File: src/spc_regs.vh
// register offsets, field positions, reset levels and timing constants of the serial port
`ifndef SPC_REGS_VH
`define SPC_REGS_VH
// register offsets on the plain register port
`define SPC_A_TXSC 3'h0
`define SPC_A_RXSC 3'h1
`define SPC_A_BAUD 3'h2
`define SPC_A_DATA 3'h3
`define SPC_A_DIVL 3'h4
`define SPC_A_DIVH 3'h5
`define SPC_A_FLAG 3'h6
// transmit status/control fields
`define SPC_B_CLKSRC 7
`define SPC_B_TNINE 6
`define SPC_B_TXON 5
`define SPC_B_SYNCMODE 4
`define SPC_B_BREAK 3
`define SPC_B_HISPD 2
`define SPC_B_TNINTH 0
// receive status/control fields
`define SPC_B_PORTEN 7
`define SPC_B_RNINE 6
`define SPC_B_SINGLE 5
`define SPC_B_CONT 4
`define SPC_B_ADDRDET 3
// baud control fields
`define SPC_B_POL 4
`define SPC_B_WIDE 3
`define SPC_B_WAKE 1
`define SPC_B_AUTO 0
// reset levels
`define SPC_RST_BYTE 8'h00
`define SPC_LINE_IDLE 1'b1
// divider scaling, as a shift of (n+1)
`define SPC_SH_SLOW 4'h6
`define SPC_SH_MID 4'h4
`define SPC_SH_FAST 4'h2
`define SPC_SH_SYNC 4'h1
// frame shapes
`define SPC_DBITS 4'h8
`define SPC_FRAME_EXTRA 4'h2
`define SPC_BRK_FRAME 14'h2000
`define SPC_BRK_BITS 4'he
// auto-baud: four more falling edges span eight bit times
`define SPC_AB_LAST 3'h3
`define SPC_AB_SH 4'h3
`endif

File: src/spc_serial_port.v
// serial port controller: asynchronous uart and clocked master/slave with control registers
`timescale 1ns/100ps
`default_nettype none
`include "spc_regs.vh"
// Overview of operation
// - clocked slave receive shifts on the external clock and flags a complete word
// - after the shift register empties, the buffered byte moves in and the flag rises
// - writing the holding buffer clears the buffer-empty flag
// - clock source bit: 1 master with own clock, 0 slave; ignored when asynchronous
// - nine-bit transmit select; ninth bit comes from its own field
// - transmit enable; in clocked mode continuous receive, or single receive as master, wins over it
// - mode bit: 1 clocked synchronous, 0 asynchronous
// - break bit sends start, twelve zeros, stop, then clears itself
// - high speed bit and wide divider bit choose the baud divider scaling
// - shift register status reads 1 when empty, resets to 1
// - port enable low holds the port in reset; enabled, pins switch themselves
// - nine-bit receive select; received ninth bit reads back read-only
// - single receive in clocked master mode runs one word, then clears itself
// - continuous receive runs until cleared and wins over single receive
// - address detect in nine-bit async mode keeps only words with ninth bit set
// - framing error reports the top received word's stop bit
// - overrun error set on a lost word, cleared with continuous receive
// - receiver idle flag low from start bit through reception, resets to 1
// - polarity selects idle level of async transmit line or of the clock
// - wake-up enable flags a falling receive edge, clears on next rising edge
// - auto-baud measures a 55h field, clears itself, flags timer overflow
module spc_serial_port #(
	parameter FIFO_AW = 1
) (
	// clock and reset
	input wire REF_CLK_I,
	input wire RST_I,
	// register port
	input wire [2:0] REG_ADDR_I,
	input wire [7:0] REG_WDATA_I,
	input wire REG_WR_I,
	input wire REG_RD_I,
	output reg [7:0] REG_RDATA_O,
	// transmit line or clock pin
	input wire TX_OR_CLK_PIN_I,
	output reg TX_OR_CLK_PIN_O,
	output reg TX_OR_CLK_PIN_OE_N_O,
	// receive line or data pin
	input wire RX_OR_DATA_PIN_I,
	output reg RX_OR_DATA_PIN_O,
	output reg RX_OR_DATA_PIN_OE_N_O,
	// completion flags toward wake and interrupt logic
	output wire RECEIVE_COMPLETE_O,
	output wire TX_BUFFER_EMPTY_O,
	output reg WAKE_EDGE_O
);
	localparam DEPTH = 1 << FIFO_AW;
	localparam PW = 23;
	localparam AW = 26;
	localparam RX_IDLE = 4'h1;
	localparam RX_START = 4'h2;
	localparam RX_DATA = 4'h4;
	localparam RX_STOP = 4'h8;

	reg clk_src_r, tnine_r, txon_r, sync_r, brk_r, hispd_r, tninth_r;
	reg porten_r, rnine_r, single_r, cont_r, addrdet_r, overrun_error_r;
	reg abovf_r, pol_r, wide_r, wake_r, auto_r;
	reg [15:0] div_r;
	reg [8:0] thr_r;
	reg thr_full_r;
	reg ck_s1_r, ck_s2_r, ck_s3_r, dt_s1_r, dt_s2_r, dt_s3_r;
	reg [13:0] tsr_r;
	reg [3:0] tcnt_r;
	reg tx_busy_r, brk_act_r, mck_r, dout_r;
	reg [PW-1:0] tx_tm_r, rx_tm_r;
	reg [3:0] rx_st_r;
	reg [8:0] rsr_r;
	reg [3:0] rcnt_r;
	reg push_r;
	reg [9:0] push_word_r;
	reg [9:0] fifo_mem [0:DEPTH-1];
	reg [FIFO_AW:0] wp_r, rp_r;
	reg wake_seen_r, ab_arm_r;
	reg [2:0] ab_edges_r;
	reg [AW-1:0] ab_cnt_r;
	reg [3:0] sh;

	wire hold = RST_I | ~porten_r;
	wire master = sync_r & clk_src_r;
	// single receive counts only for master
	wire rx_mode = cont_r | (single_r & master);
	wire tx_on = txon_r & ~(sync_r & rx_mode);
	wire [3:0] tbits = `SPC_DBITS + {3'h0, tnine_r};
	wire [3:0] rbits = `SPC_DBITS + {3'h0, rnine_r};
	// narrow divider ignores the high byte
	wire [15:0] div_eff = wide_r ? div_r : {8'h00, div_r[7:0]};
	wire [PW-1:0] period = ({7'h00, div_eff} + 23'h000001) << sh;
	wire [PW-1:0] period_m1 = period - 23'h000001;
	// compare with >= so a divider made smaller mid-count cannot strand a timer past its end
	wire tx_tick = (tx_tm_r >= period_m1);
	wire rx_tick = (rx_tm_r >= period_m1);
	wire rx_half = (rx_tm_r == {1'b0, period[PW-1:1]});
	wire dt_fall = dt_s3_r & ~dt_s2_r;
	wire dt_rise = ~dt_s3_r & dt_s2_r;
	wire mrun = master & ((tx_busy_r & ~rx_mode) | (rx_mode & ~overrun_error_r));
	// clock level relative to its idle level
	wire ck_act = ck_s2_r ^ pol_r;
	wire ck_prev = ck_s3_r ^ pol_r;
	wire ck_lead = master ? (mrun & tx_tick & ~mck_r) : (sync_r & ck_act & ~ck_prev);
	wire ck_trail = master ? (mrun & tx_tick & mck_r) : (sync_r & ~ck_act & ck_prev);
	wire load = ~hold & ~tx_busy_r & thr_full_r & tx_on;
	wire tx_line = tx_busy_r ? tsr_r[0] : `SPC_LINE_IDLE;
	wire brk_done = brk_act_r & ~sync_r & tx_tick & (tcnt_r == 4'h1);
	wire [FIFO_AW:0] fcount = wp_r - rp_r;
	wire fempty = (fcount == {(FIFO_AW+1){1'b0}});
	wire ffull = fcount[FIFO_AW];
	wire [9:0] ftop = fempty ? 10'h000 : fifo_mem[rp_r[FIFO_AW-1:0]];
	wire pop = REG_RD_I & (REG_ADDR_I == `SPC_A_DATA) & ~fempty;
	wire [8:0] rsr_in = {dt_s2_r, rsr_r[8:1]};
	wire [8:0] rword_in = rnine_r ? rsr_in : {1'b0, rsr_in[8:1]};
	wire [8:0] rword = rnine_r ? rsr_r : {1'b0, rsr_r[8:1]};
	wire ab_go = auto_r & ~sync_r;
	wire ab_ovf = ab_arm_r & (&ab_cnt_r);
	wire ab_done = ab_arm_r & dt_fall & (ab_edges_r == `SPC_AB_LAST) & ~ab_ovf;
	wire [AW-1:0] ab_q = ab_cnt_r >> (sh + `SPC_AB_SH);
	wire [15:0] ab_div = ab_q[15:0] - 16'h0001;
	wire wake_clr = wake_seen_r & dt_rise & ~sync_r;
	wire wr_tx = REG_WR_I & (REG_ADDR_I == `SPC_A_TXSC);
	wire wr_rx = REG_WR_I & (REG_ADDR_I == `SPC_A_RXSC);
	wire wr_baud = REG_WR_I & (REG_ADDR_I == `SPC_A_BAUD);

	// ninth bit and framing flag follow the top word
	assign RECEIVE_COMPLETE_O = ~fempty;
	// empty flag follows the holding buffer
	assign TX_BUFFER_EMPTY_O = ~thr_full_r;

	always @* begin
		if (sync_r) begin
			sh = `SPC_SH_SYNC;
		end else if (wide_r & hispd_r) begin
			sh = `SPC_SH_FAST;
		end else if (wide_r | hispd_r) begin
			sh = `SPC_SH_MID;
		end else begin
			sh = `SPC_SH_SLOW;
		end
	end

	// pins are asynchronous to the core clock, so levels use the second stage and edges the second and third
	always @(posedge REF_CLK_I) begin
		if (RST_I) begin
			ck_s1_r <= `SPC_LINE_IDLE;
			ck_s2_r <= `SPC_LINE_IDLE;
			ck_s3_r <= `SPC_LINE_IDLE;
			dt_s1_r <= `SPC_LINE_IDLE;
			dt_s2_r <= `SPC_LINE_IDLE;
			dt_s3_r <= `SPC_LINE_IDLE;
		end else begin
			ck_s1_r <= TX_OR_CLK_PIN_I;
			ck_s2_r <= ck_s1_r;
			ck_s3_r <= ck_s2_r;
			dt_s1_r <= RX_OR_DATA_PIN_I;
			dt_s2_r <= dt_s1_r;
			dt_s3_r <= dt_s2_r;
		end
	end

	// software registers; hardware clears come first so a write in the same cycle wins
	always @(posedge REF_CLK_I) begin
		if (RST_I) begin
			{clk_src_r, tnine_r, txon_r, sync_r, brk_r, hispd_r, tninth_r} <= 7'h00;
			{porten_r, rnine_r, single_r, cont_r, addrdet_r} <= 5'h00;
			{abovf_r, pol_r, wide_r, wake_r, auto_r} <= 5'h00;
			div_r <= {`SPC_RST_BYTE, `SPC_RST_BYTE};
			thr_r <= 9'h000;
			thr_full_r <= 1'b0;
		end else begin
			if (brk_done) begin
				brk_r <= 1'b0;
			end
			if (push_r & master & ~cont_r) begin
				single_r <= 1'b0;
			end
			if (wake_clr) begin
				wake_r <= 1'b0;
			end
			if (wr_baud & REG_WDATA_I[`SPC_B_AUTO]) begin
				abovf_r <= 1'b0;
			end
			if (ab_ovf) begin
				abovf_r <= 1'b1;
			end
			if (ab_done | ab_ovf) begin
				auto_r <= 1'b0;
			end
			if (ab_done) begin
				div_r <= ab_div;
			end
			// buffered byte moves on into the shift register
			if (load | ~porten_r) begin
				thr_full_r <= 1'b0;
			end
			if (wr_tx) begin
				clk_src_r <= REG_WDATA_I[`SPC_B_CLKSRC];
				tnine_r <= REG_WDATA_I[`SPC_B_TNINE];
				txon_r <= REG_WDATA_I[`SPC_B_TXON];
				sync_r <= REG_WDATA_I[`SPC_B_SYNCMODE];
				brk_r <= REG_WDATA_I[`SPC_B_BREAK];
				hispd_r <= REG_WDATA_I[`SPC_B_HISPD];
				tninth_r <= REG_WDATA_I[`SPC_B_TNINTH];
			end
			if (wr_rx) begin
				porten_r <= REG_WDATA_I[`SPC_B_PORTEN];
				rnine_r <= REG_WDATA_I[`SPC_B_RNINE];
				single_r <= REG_WDATA_I[`SPC_B_SINGLE];
				cont_r <= REG_WDATA_I[`SPC_B_CONT];
				addrdet_r <= REG_WDATA_I[`SPC_B_ADDRDET];
			end
			if (wr_baud) begin
				pol_r <= REG_WDATA_I[`SPC_B_POL];
				wide_r <= REG_WDATA_I[`SPC_B_WIDE];
				wake_r <= REG_WDATA_I[`SPC_B_WAKE];
				auto_r <= REG_WDATA_I[`SPC_B_AUTO];
			end
			if (REG_WR_I & (REG_ADDR_I == `SPC_A_DIVL)) begin
				div_r[7:0] <= REG_WDATA_I;
			end
			if (REG_WR_I & (REG_ADDR_I == `SPC_A_DIVH)) begin
				div_r[15:8] <= REG_WDATA_I;
			end
			// new character fills the holding buffer
			if (REG_WR_I & (REG_ADDR_I == `SPC_A_DATA)) begin
				thr_r <= {tninth_r, REG_WDATA_I};
				thr_full_r <= 1'b1;
			end
		end
	end

	// transmitter: async frames on its bit timer, clocked words on clock edges
	always @(posedge REF_CLK_I) begin
		if (hold) begin
			tx_busy_r <= 1'b0;
			brk_act_r <= 1'b0;
			tsr_r <= {14{1'b1}};
			tcnt_r <= 4'h0;
			tx_tm_r <= {PW{1'b0}};
			mck_r <= 1'b0;
			dout_r <= `SPC_LINE_IDLE;
		end else begin
			tx_tm_r <= (tx_tick | load) ? {PW{1'b0}} : tx_tm_r + 23'h000001;
			mck_r <= mrun ? (mck_r ^ tx_tick) : 1'b0;
			if (load) begin
				tx_busy_r <= 1'b1;
				if (sync_r) begin
					tsr_r <= {{5{1'b1}}, thr_r};
					tcnt_r <= tbits;
				end else if (brk_r) begin
					tsr_r <= `SPC_BRK_FRAME;
					tcnt_r <= `SPC_BRK_BITS;
					brk_act_r <= 1'b1;
				end else begin
					// ninth bit or stop in slot nine
					tsr_r <= {{4{1'b1}}, ~tnine_r | thr_r[8], thr_r[7:0], 1'b0};
					tcnt_r <= tbits + `SPC_FRAME_EXTRA;
				end
			end else if (tx_busy_r) begin
				if (~sync_r & tx_tick) begin
					tsr_r <= {1'b1, tsr_r[13:1]};
					tcnt_r <= tcnt_r - 4'h1;
					if (tcnt_r == 4'h1) begin
						tx_busy_r <= 1'b0;
						brk_act_r <= 1'b0;
					end
				end
				// data changes on the leading edge of the link clock
				if (sync_r & ck_lead) begin
					dout_r <= tsr_r[0];
					tsr_r <= {1'b1, tsr_r[13:1]};
				end
				if (sync_r & ck_trail) begin
					tcnt_r <= tcnt_r - 4'h1;
					if (tcnt_r == 4'h1) begin
						tx_busy_r <= 1'b0;
					end
				end
			end
		end
	end

	// receiver: clocked words on trailing edges, async frames sampled mid-bit
	always @(posedge REF_CLK_I) begin
		push_r <= 1'b0;
		if (hold) begin
			rx_st_r <= RX_IDLE;
			rx_tm_r <= {PW{1'b0}};
			rsr_r <= 9'h000;
			rcnt_r <= 4'h0;
			push_word_r <= 10'h000;
		end else if (sync_r) begin
			rx_st_r <= RX_IDLE;
			if (~rx_mode | overrun_error_r) begin
				rcnt_r <= 4'h0;
			end else if (ck_trail) begin
				// shift on the link clock, own as master or external as slave, flag the full word
				rsr_r <= rsr_in;
				if (rcnt_r == rbits - 4'h1) begin
					rcnt_r <= 4'h0;
					push_r <= 1'b1;
					push_word_r <= {1'b0, rword_in};
				end else begin
					rcnt_r <= rcnt_r + 4'h1;
				end
			end
		end else begin
			case (rx_st_r)
			RX_IDLE: begin
				rx_tm_r <= {PW{1'b0}};
				// continuous receive keeps the receiver armed
				if (cont_r & ~overrun_error_r & ~auto_r & dt_fall) begin
					rx_st_r <= RX_START;
				end
			end
			RX_START: begin
				rx_tm_r <= rx_tm_r + 23'h000001;
				if (rx_half) begin
					rx_tm_r <= {PW{1'b0}};
					rcnt_r <= 4'h0;
					rx_st_r <= dt_s2_r ? RX_IDLE : RX_DATA;
				end
			end
			RX_DATA: begin
				rx_tm_r <= rx_tick ? {PW{1'b0}} : rx_tm_r + 23'h000001;
				if (rx_tick) begin
					rsr_r <= rsr_in;
					rcnt_r <= rcnt_r + 4'h1;
					if (rcnt_r == rbits - 4'h1) begin
						rx_st_r <= RX_STOP;
					end
				end
			end
			RX_STOP: begin
				rx_tm_r <= rx_tick ? {PW{1'b0}} : rx_tm_r + 23'h000001;
				if (rx_tick) begin
					rx_st_r <= RX_IDLE;
					push_r <= ~(addrdet_r & rnine_r & ~rword[8]);
					// low stop bit is a framing error
					push_word_r <= {~dt_s2_r, rword};
				end
			end
			default: begin
				rx_st_r <= RX_IDLE;
			end
			endcase
		end
	end

	// two-word receive buffer; a word arriving while full is lost, not overwritten
	always @(posedge REF_CLK_I) begin
		if (hold) begin
			wp_r <= {(FIFO_AW+1){1'b0}};
			rp_r <= {(FIFO_AW+1){1'b0}};
			overrun_error_r <= 1'b0;
		end else begin
			if (push_r & ~ffull) begin
				fifo_mem[wp_r[FIFO_AW-1:0]] <= push_word_r;
				wp_r <= wp_r + {{FIFO_AW{1'b0}}, 1'b1};
			end
			if (pop) begin
				rp_r <= rp_r + {{FIFO_AW{1'b0}}, 1'b1};
			end
			// overrun set wins over its clear
			if (push_r & ffull) begin
				overrun_error_r <= 1'b1;
			end else if (~cont_r & (~single_r | pop)) begin
				overrun_error_r <= 1'b0;
			end
		end
	end

	// wake-up edge watch and auto-baud measurement, both asynchronous mode only
	always @(posedge REF_CLK_I) begin
		if (hold) begin
			WAKE_EDGE_O <= 1'b0;
			wake_seen_r <= 1'b0;
			ab_arm_r <= 1'b0;
			ab_edges_r <= 3'h0;
			ab_cnt_r <= {AW{1'b0}};
		end else begin
			// falling edge raises the wake pulse
			WAKE_EDGE_O <= wake_r & ~sync_r & dt_fall;
			if (~wake_r | sync_r) begin
				wake_seen_r <= 1'b0;
			end else if (dt_fall) begin
				wake_seen_r <= 1'b1;
			end
			// count from the start edge over four more falling edges
			if (~ab_go | ab_done | ab_ovf) begin
				ab_arm_r <= 1'b0;
			end else if (~ab_arm_r) begin
				if (dt_fall) begin
					ab_arm_r <= 1'b1;
					// start at one so the count spans the full eight bit times
					ab_cnt_r <= {{(AW-1){1'b0}}, 1'b1};
					ab_edges_r <= 3'h0;
				end
			end else begin
				ab_cnt_r <= ab_cnt_r + {{(AW-1){1'b0}}, 1'b1};
				if (dt_fall) begin
					ab_edges_r <= ab_edges_r + 3'h1;
				end
			end
		end
	end

	// pin drivers; output enables are active low
	always @(posedge REF_CLK_I) begin
		if (hold) begin
			TX_OR_CLK_PIN_O <= 1'b0;
			TX_OR_CLK_PIN_OE_N_O <= 1'b1;
			RX_OR_DATA_PIN_O <= 1'b0;
			RX_OR_DATA_PIN_OE_N_O <= 1'b1;
		// mode bit picks async line or clocked pins
		end else if (~sync_r) begin
			TX_OR_CLK_PIN_O <= tx_line ^ pol_r;
			TX_OR_CLK_PIN_OE_N_O <= 1'b0;
			RX_OR_DATA_PIN_O <= 1'b0;
			RX_OR_DATA_PIN_OE_N_O <= 1'b1;
		end else begin
			// slave releases the clock, receiver releases the data pin
			TX_OR_CLK_PIN_O <= mck_r ^ pol_r;
			TX_OR_CLK_PIN_OE_N_O <= ~master;
			RX_OR_DATA_PIN_O <= dout_r;
			RX_OR_DATA_PIN_OE_N_O <= ~tx_on;
		end
	end

	// read data stands only in the cycle after the read strobe
	always @(posedge REF_CLK_I) begin
		if (RST_I | ~REG_RD_I) begin
			REG_RDATA_O <= `SPC_RST_BYTE;
		end else begin
			case (REG_ADDR_I)
			`SPC_A_TXSC: REG_RDATA_O <= {clk_src_r, tnine_r, txon_r, sync_r, brk_r,
				hispd_r, ~tx_busy_r, tninth_r};
			`SPC_A_RXSC: REG_RDATA_O <= {porten_r, rnine_r, single_r, cont_r, addrdet_r,
				ftop[9], overrun_error_r, ftop[8]};
			// idle flag from the receive state
			`SPC_A_BAUD: REG_RDATA_O <= {abovf_r, rx_st_r == RX_IDLE, 1'b0, pol_r, wide_r,
				1'b0, wake_r, auto_r};
			`SPC_A_DATA: REG_RDATA_O <= ftop[7:0];
			`SPC_A_DIVL: REG_RDATA_O <= div_r[7:0];
			`SPC_A_DIVH: REG_RDATA_O <= div_r[15:8];
			`SPC_A_FLAG: REG_RDATA_O <= {6'h00, ~thr_full_r, ~fempty};
			default: REG_RDATA_O <= `SPC_RST_BYTE;
			endcase
		end
	end
endmodule // spc_serial_port
`default_nettype wire

File: config.mk
export PLATFORM = sky130hd
export DESIGN_NAME = spc_serial_port
export DESIGN_NICKNAME = d
export VERILOG_FILES = /design/src/spc_serial_port.v
export VERILOG_INCLUDE_DIRS = /design/src /design/src/src
export SDC_FILE = /design/constraint.sdc
export NUM_CORES = 1
export LEC_CHECK = 0
export BUFFER_PORTS_ARGS = -buffer_cell sky130_fd_sc_hd__buf_2
export CORE_UTILIZATION = 60
export DETAILED_ROUTE_END_ITERATION = 10
export HOLD_SLACK_MARGIN = 0.06
export MAX_ROUTING_LAYER = met4
export PLACE_DENSITY = 0.82
export SLEW_MARGIN = 30
export SYNTH_ARGS = -nofsm -noshare
export SYNTH_HDL_FRONTEND = slang
export SYNTH_SLANG_ARGS = --single-unit
File: constraint.sdc
create_clock -name REF_CLK_I -period 7.71 [get_ports REF_CLK_I]
set_clock_uncertainty 0.05 [all_clocks]
set_input_delay 0.3855 -clock REF_CLK_I [delete_from_list [all_inputs] [get_ports REF_CLK_I]]
set_output_delay 0.3855 -clock REF_CLK_I [all_outputs]
set_load 0.01 [all_outputs]
==> summary.md <==
| Metric | Value |
|---|---|
| Total routed wirelength | 34600 um |
| Gp weighted congestion | 0.958 |
| Final Hold Fails | 0 |
| I/O Buffers | 31 |
| CTS tree | done |
| N_diodes | 0 |
| Initial Utilization | 61.7% |
| Clock Latency Late Sink | 0.52 ns |
| FF+latch count, synth | 214 |
| Clock buffer count from CTS | 23 |
| Status | finished, final reports clean |
| Grt ovf | 0 |
| Pleak | 0.00531 uW |
| IO Pins | 32 |
| CP max FO | 36 |
| Share of cells above drive strength 1 | 10.7% |
| CTS root buffer | clkbuf_16 |
| Postcts setup bufs | 0 |
| Crit path time final | 7.28 ns |
| Slew HR | 36.9% |
| H-tree depth | 1 |
| Via density per instance | 6.37 |
| FF-to-FF path depth | 25 |
| Worst hold path stage count | 3 |
| Total iterations of the first detailed-routing run | 8 |
| Placed cell area | 13900 um^2 |
| Crit Path Class | flip-flop to flip-flop |
| Area growth, synth to finish | 7.96% |
| Standard-cell rows | 54 |
| Setup violations, final | 0 |
| Crit path DAT | 7.68 ns |
| Startpoint Class | flip-flop |
| Post-synth cell types | 97 |
| Maxcap violations | 0 |
| Hpwl dp | 25400 um |
| Chip width | 152 um |
| Max VDD drop | 212 uV |
| WL per Instance | 17.9 um |
| Synth Cell Area | 13600 um^2 |
| Sequential fraction of the synthesis area | 33.0% |
| Initial antenna violation count | 0 |
| Routed Antenna Nets | 0 |
| Asr flop ratio synth | 0% |
| Largest net degree at the start of global routing | 65 |
| CP required | 8.11 ns |
| Unrepaired setup endpoints after global routing | no |
| Layout net count | 1704 |
| Number of global-route vias before repair | 11497 |
| Maximum clock insertion buffer count | 3 |
| P per Cell Area | 167 nW/um^2 |
| Via count | 12316 |
| Die height | 152 um |
| Remaining DRCs | 0 |
| Worst slew pin tran | 0.938 ns |
| Gate Count Post-Synth | 1651 |
| First-pass GRT wire length | 57900 um |
| Final Cycle Share | 94.5% |
| Fin. max-slew vios | 0 |
| Design area | 14700 um^2 |
| Drt first-iter violations | 987 |
| CTS clk-pin slew, worst paths | 0.06 ns |
| Final setup TNS | 0 ns |
| Hold crit path type | input port to flip-flop |
| Avg Cell Area, Syn | 8.23 um^2 |
| Fmax | 137 MHz |
| Syn. warnings | 0 |
| Number of synthesized flops with an enable pin | 20 |
| Syn_nets | 1715 |
| Total track usage | 30.9% |
| Core Area | 22000 um^2 |
| Hold Slack | 0.115 ns |
| Clk sink count | 214 |
| Leading register cell type out of synthesis | dfxtp_1 |
| Die area | 23200 um^2 |
| Critical Path Sink Type | flip-flop |
| Number of fill cells | 1808 |
## synthesized netlist by cell type (8+ instances only)
cell / n / area, um^2
dfxtp_1: 194 / 3880
nand2_1: 185 / 694
nor2_1: 183 / 687
a21oi_1: 96 / 480
nand3_1: 68 / 340
xnor2_1: 66 / 578
o21ai_0: 64 / 320
clkbuf_1: 58 / 218
ha_1: 47 / 588
xor2_1: 46 / 403
and3_1: 37 / 231
mux2i_1: 35 / 350
nor2b_1: 34 / 213
o211ai_1: 33 / 248
nor3_1: 29 / 145
a211oi_1: 28 / 210
nand4_1: 28 / 175
o21ai_1: 27 / 135
inv_1: 24 / 90.1
o21a_1: 23 / 173
edfxtp_1: 20 / 601
mux2_2: 18 / 203
nor4_1: 17 / 106
or3_1: 16 / 100
buf_1: 15 / 56.3
buf_2: 14 / 70.1
or2_2: 14 / 87.6
a21o_1: 13 / 97.6
nor3b_1: 13 / 97.6
nand2b_1: 12 / 75.1
a31oi_1: 10 / 62.6
mux4_2: 10 / 225
o2111ai_1: 10 / 87.6
o22ai_1: 9 / 56.3
a22oi_1: 8 / 60.1
o22a_1: 8 / 70.1
## area by class of cell
class | instances | area (um^2) | area share, %
multi-input combinational | 1317 | 8620 | 58.8
sequential | 214 | 4490 | 30.6
inverter | 25 | 93.8 | 0.640
timing repair buffer | 59 | 370 | 2.53
clock inverter | 3 | 65.1 | 0.444
tap | 280 | 350 | 2.39
clock buffer | 35 | 681 | 4.64
## routing by layer
layer	track usage, %	vias to the layer above	routed length (um)
met2	48.9	445	15700
met1	41.1	5799	15500
met3	4.84	66	2580
met5	-	-	0
li1	-	6006	-
met4	7.94	0	809
## flip-flops by register name, indices dropped and copies added (netlist names), 8 cells and up, named ones only
register and flops:
fifo_mem 20, tx_tm_r 23, ab_cnt_r 26, rx_tm_r 23, tsr_r 13, div_r 16
push_word_r 10, REG_RDATA_O 8, thr_r 9, rsr_r 9
## final timing paths
| path | startpoint | end | slack, ns |
|---|---|---|---|
| worst max-delay path | div_r[1] | rx_tm_r[2] | 0.43 |
| worst min-delay path | REG_WDATA_I[7] | clk_src_r | 0.11 |
| worst max register to register | div_r[1] | rx_tm_r[2] | 0.43 |
| worst min register to register | dt_s1_r | dt_s2_r | 0.36 |
## kinds of logic after synthesis
kind of cell	share of synthesized area (%)
fa+ha+maj	4.40
compound gates	20.5
buf+inv	3.78
simple gates	25.2
flops	33.0
mux	5.84
xor+xnor	7.34
## worst max-delay path: stages, from the launching register on
cell and delay, ns:
dfxtp_1 0.44, ha_1 0.39, nand4_4 0.19, mux2_2 0.28, o211ai_1 0.11, o31a_1 0.41, a211o_1 0.31, or4b_1 0.54
nor2_1 0.40, nand2_1 0.13, xnor2_1 0.24, ha_1 0.30, and3_1 0.15, nand3_1 0.11, nor2_1 0.06, a2111oi_0 0.73
o21ai_0 0.29, a2111oi_0 0.55, nor4_2 0.11, a2111oi_2 0.34, o31ai_2 0.15, nand2_1 0.12, o21ai_4 0.23, buf_4 0.28
nor3b_1 0.19, a21o_1 0.10
## per-stage QoR
| stage | util, % | power (uW) | cells | setup WS (ns) |
|---|---|---|---|---|
| after floorplan | - | 1310 | 1651 | 1.62 |
| after global placement | 63.0 | 1360 | 1892 | 0.731 |
| after detailed placement | 63.0 | 1360 | 1892 | 0.541 |
| after CTS | 66.5 | 2460 | 1932 | 0.498 |
| after global routing | 66.6 | 2530 | 1933 | 0.00253 |
| final | 66.6 | 2440 | 1933 | 0.425 |
## power by group
group | internal, uW | total (uW) | switching [uW]
sequential | 1130 | 1140 | 12.4
clock | 669 | 1100 | 433
combinational | 76.9 | 202 | 125
## placed cells by master (no fill, tap or decap), types with 14 or more instances in the layout
cell and instances:
and3_1 37, o211ai_1 33, nor4_1 17, dfxtp_1 193, buf_2 31, mux2i_1 35
buf_4 26, inv_1 24, nand4_1 28, o21a_1 23, a21oi_1 96, nand3_1 68
nor2b_1 33, edfxtp_1 20, ha_1 46, o21ai_0 64, o21ai_1 26, a211oi_1 28
mux2_2 18, or3_1 16, nand2_1 185, nor2_1 183, clkbuf_16 23, xor2_1 46
xnor2_1 66, or2_2 14, nor3_1 28
## what timing repair did
| action | CTS | global route |
|---|---|---|
| hold endpoints to repair | 2 | 0 |
| resized for setup | 0 | 1 |
| hold buffers | 2 | 0 |
| setup endpoints to repair | 0 | 1 |
Note: power is estimated with default switching activity, not from simulation.
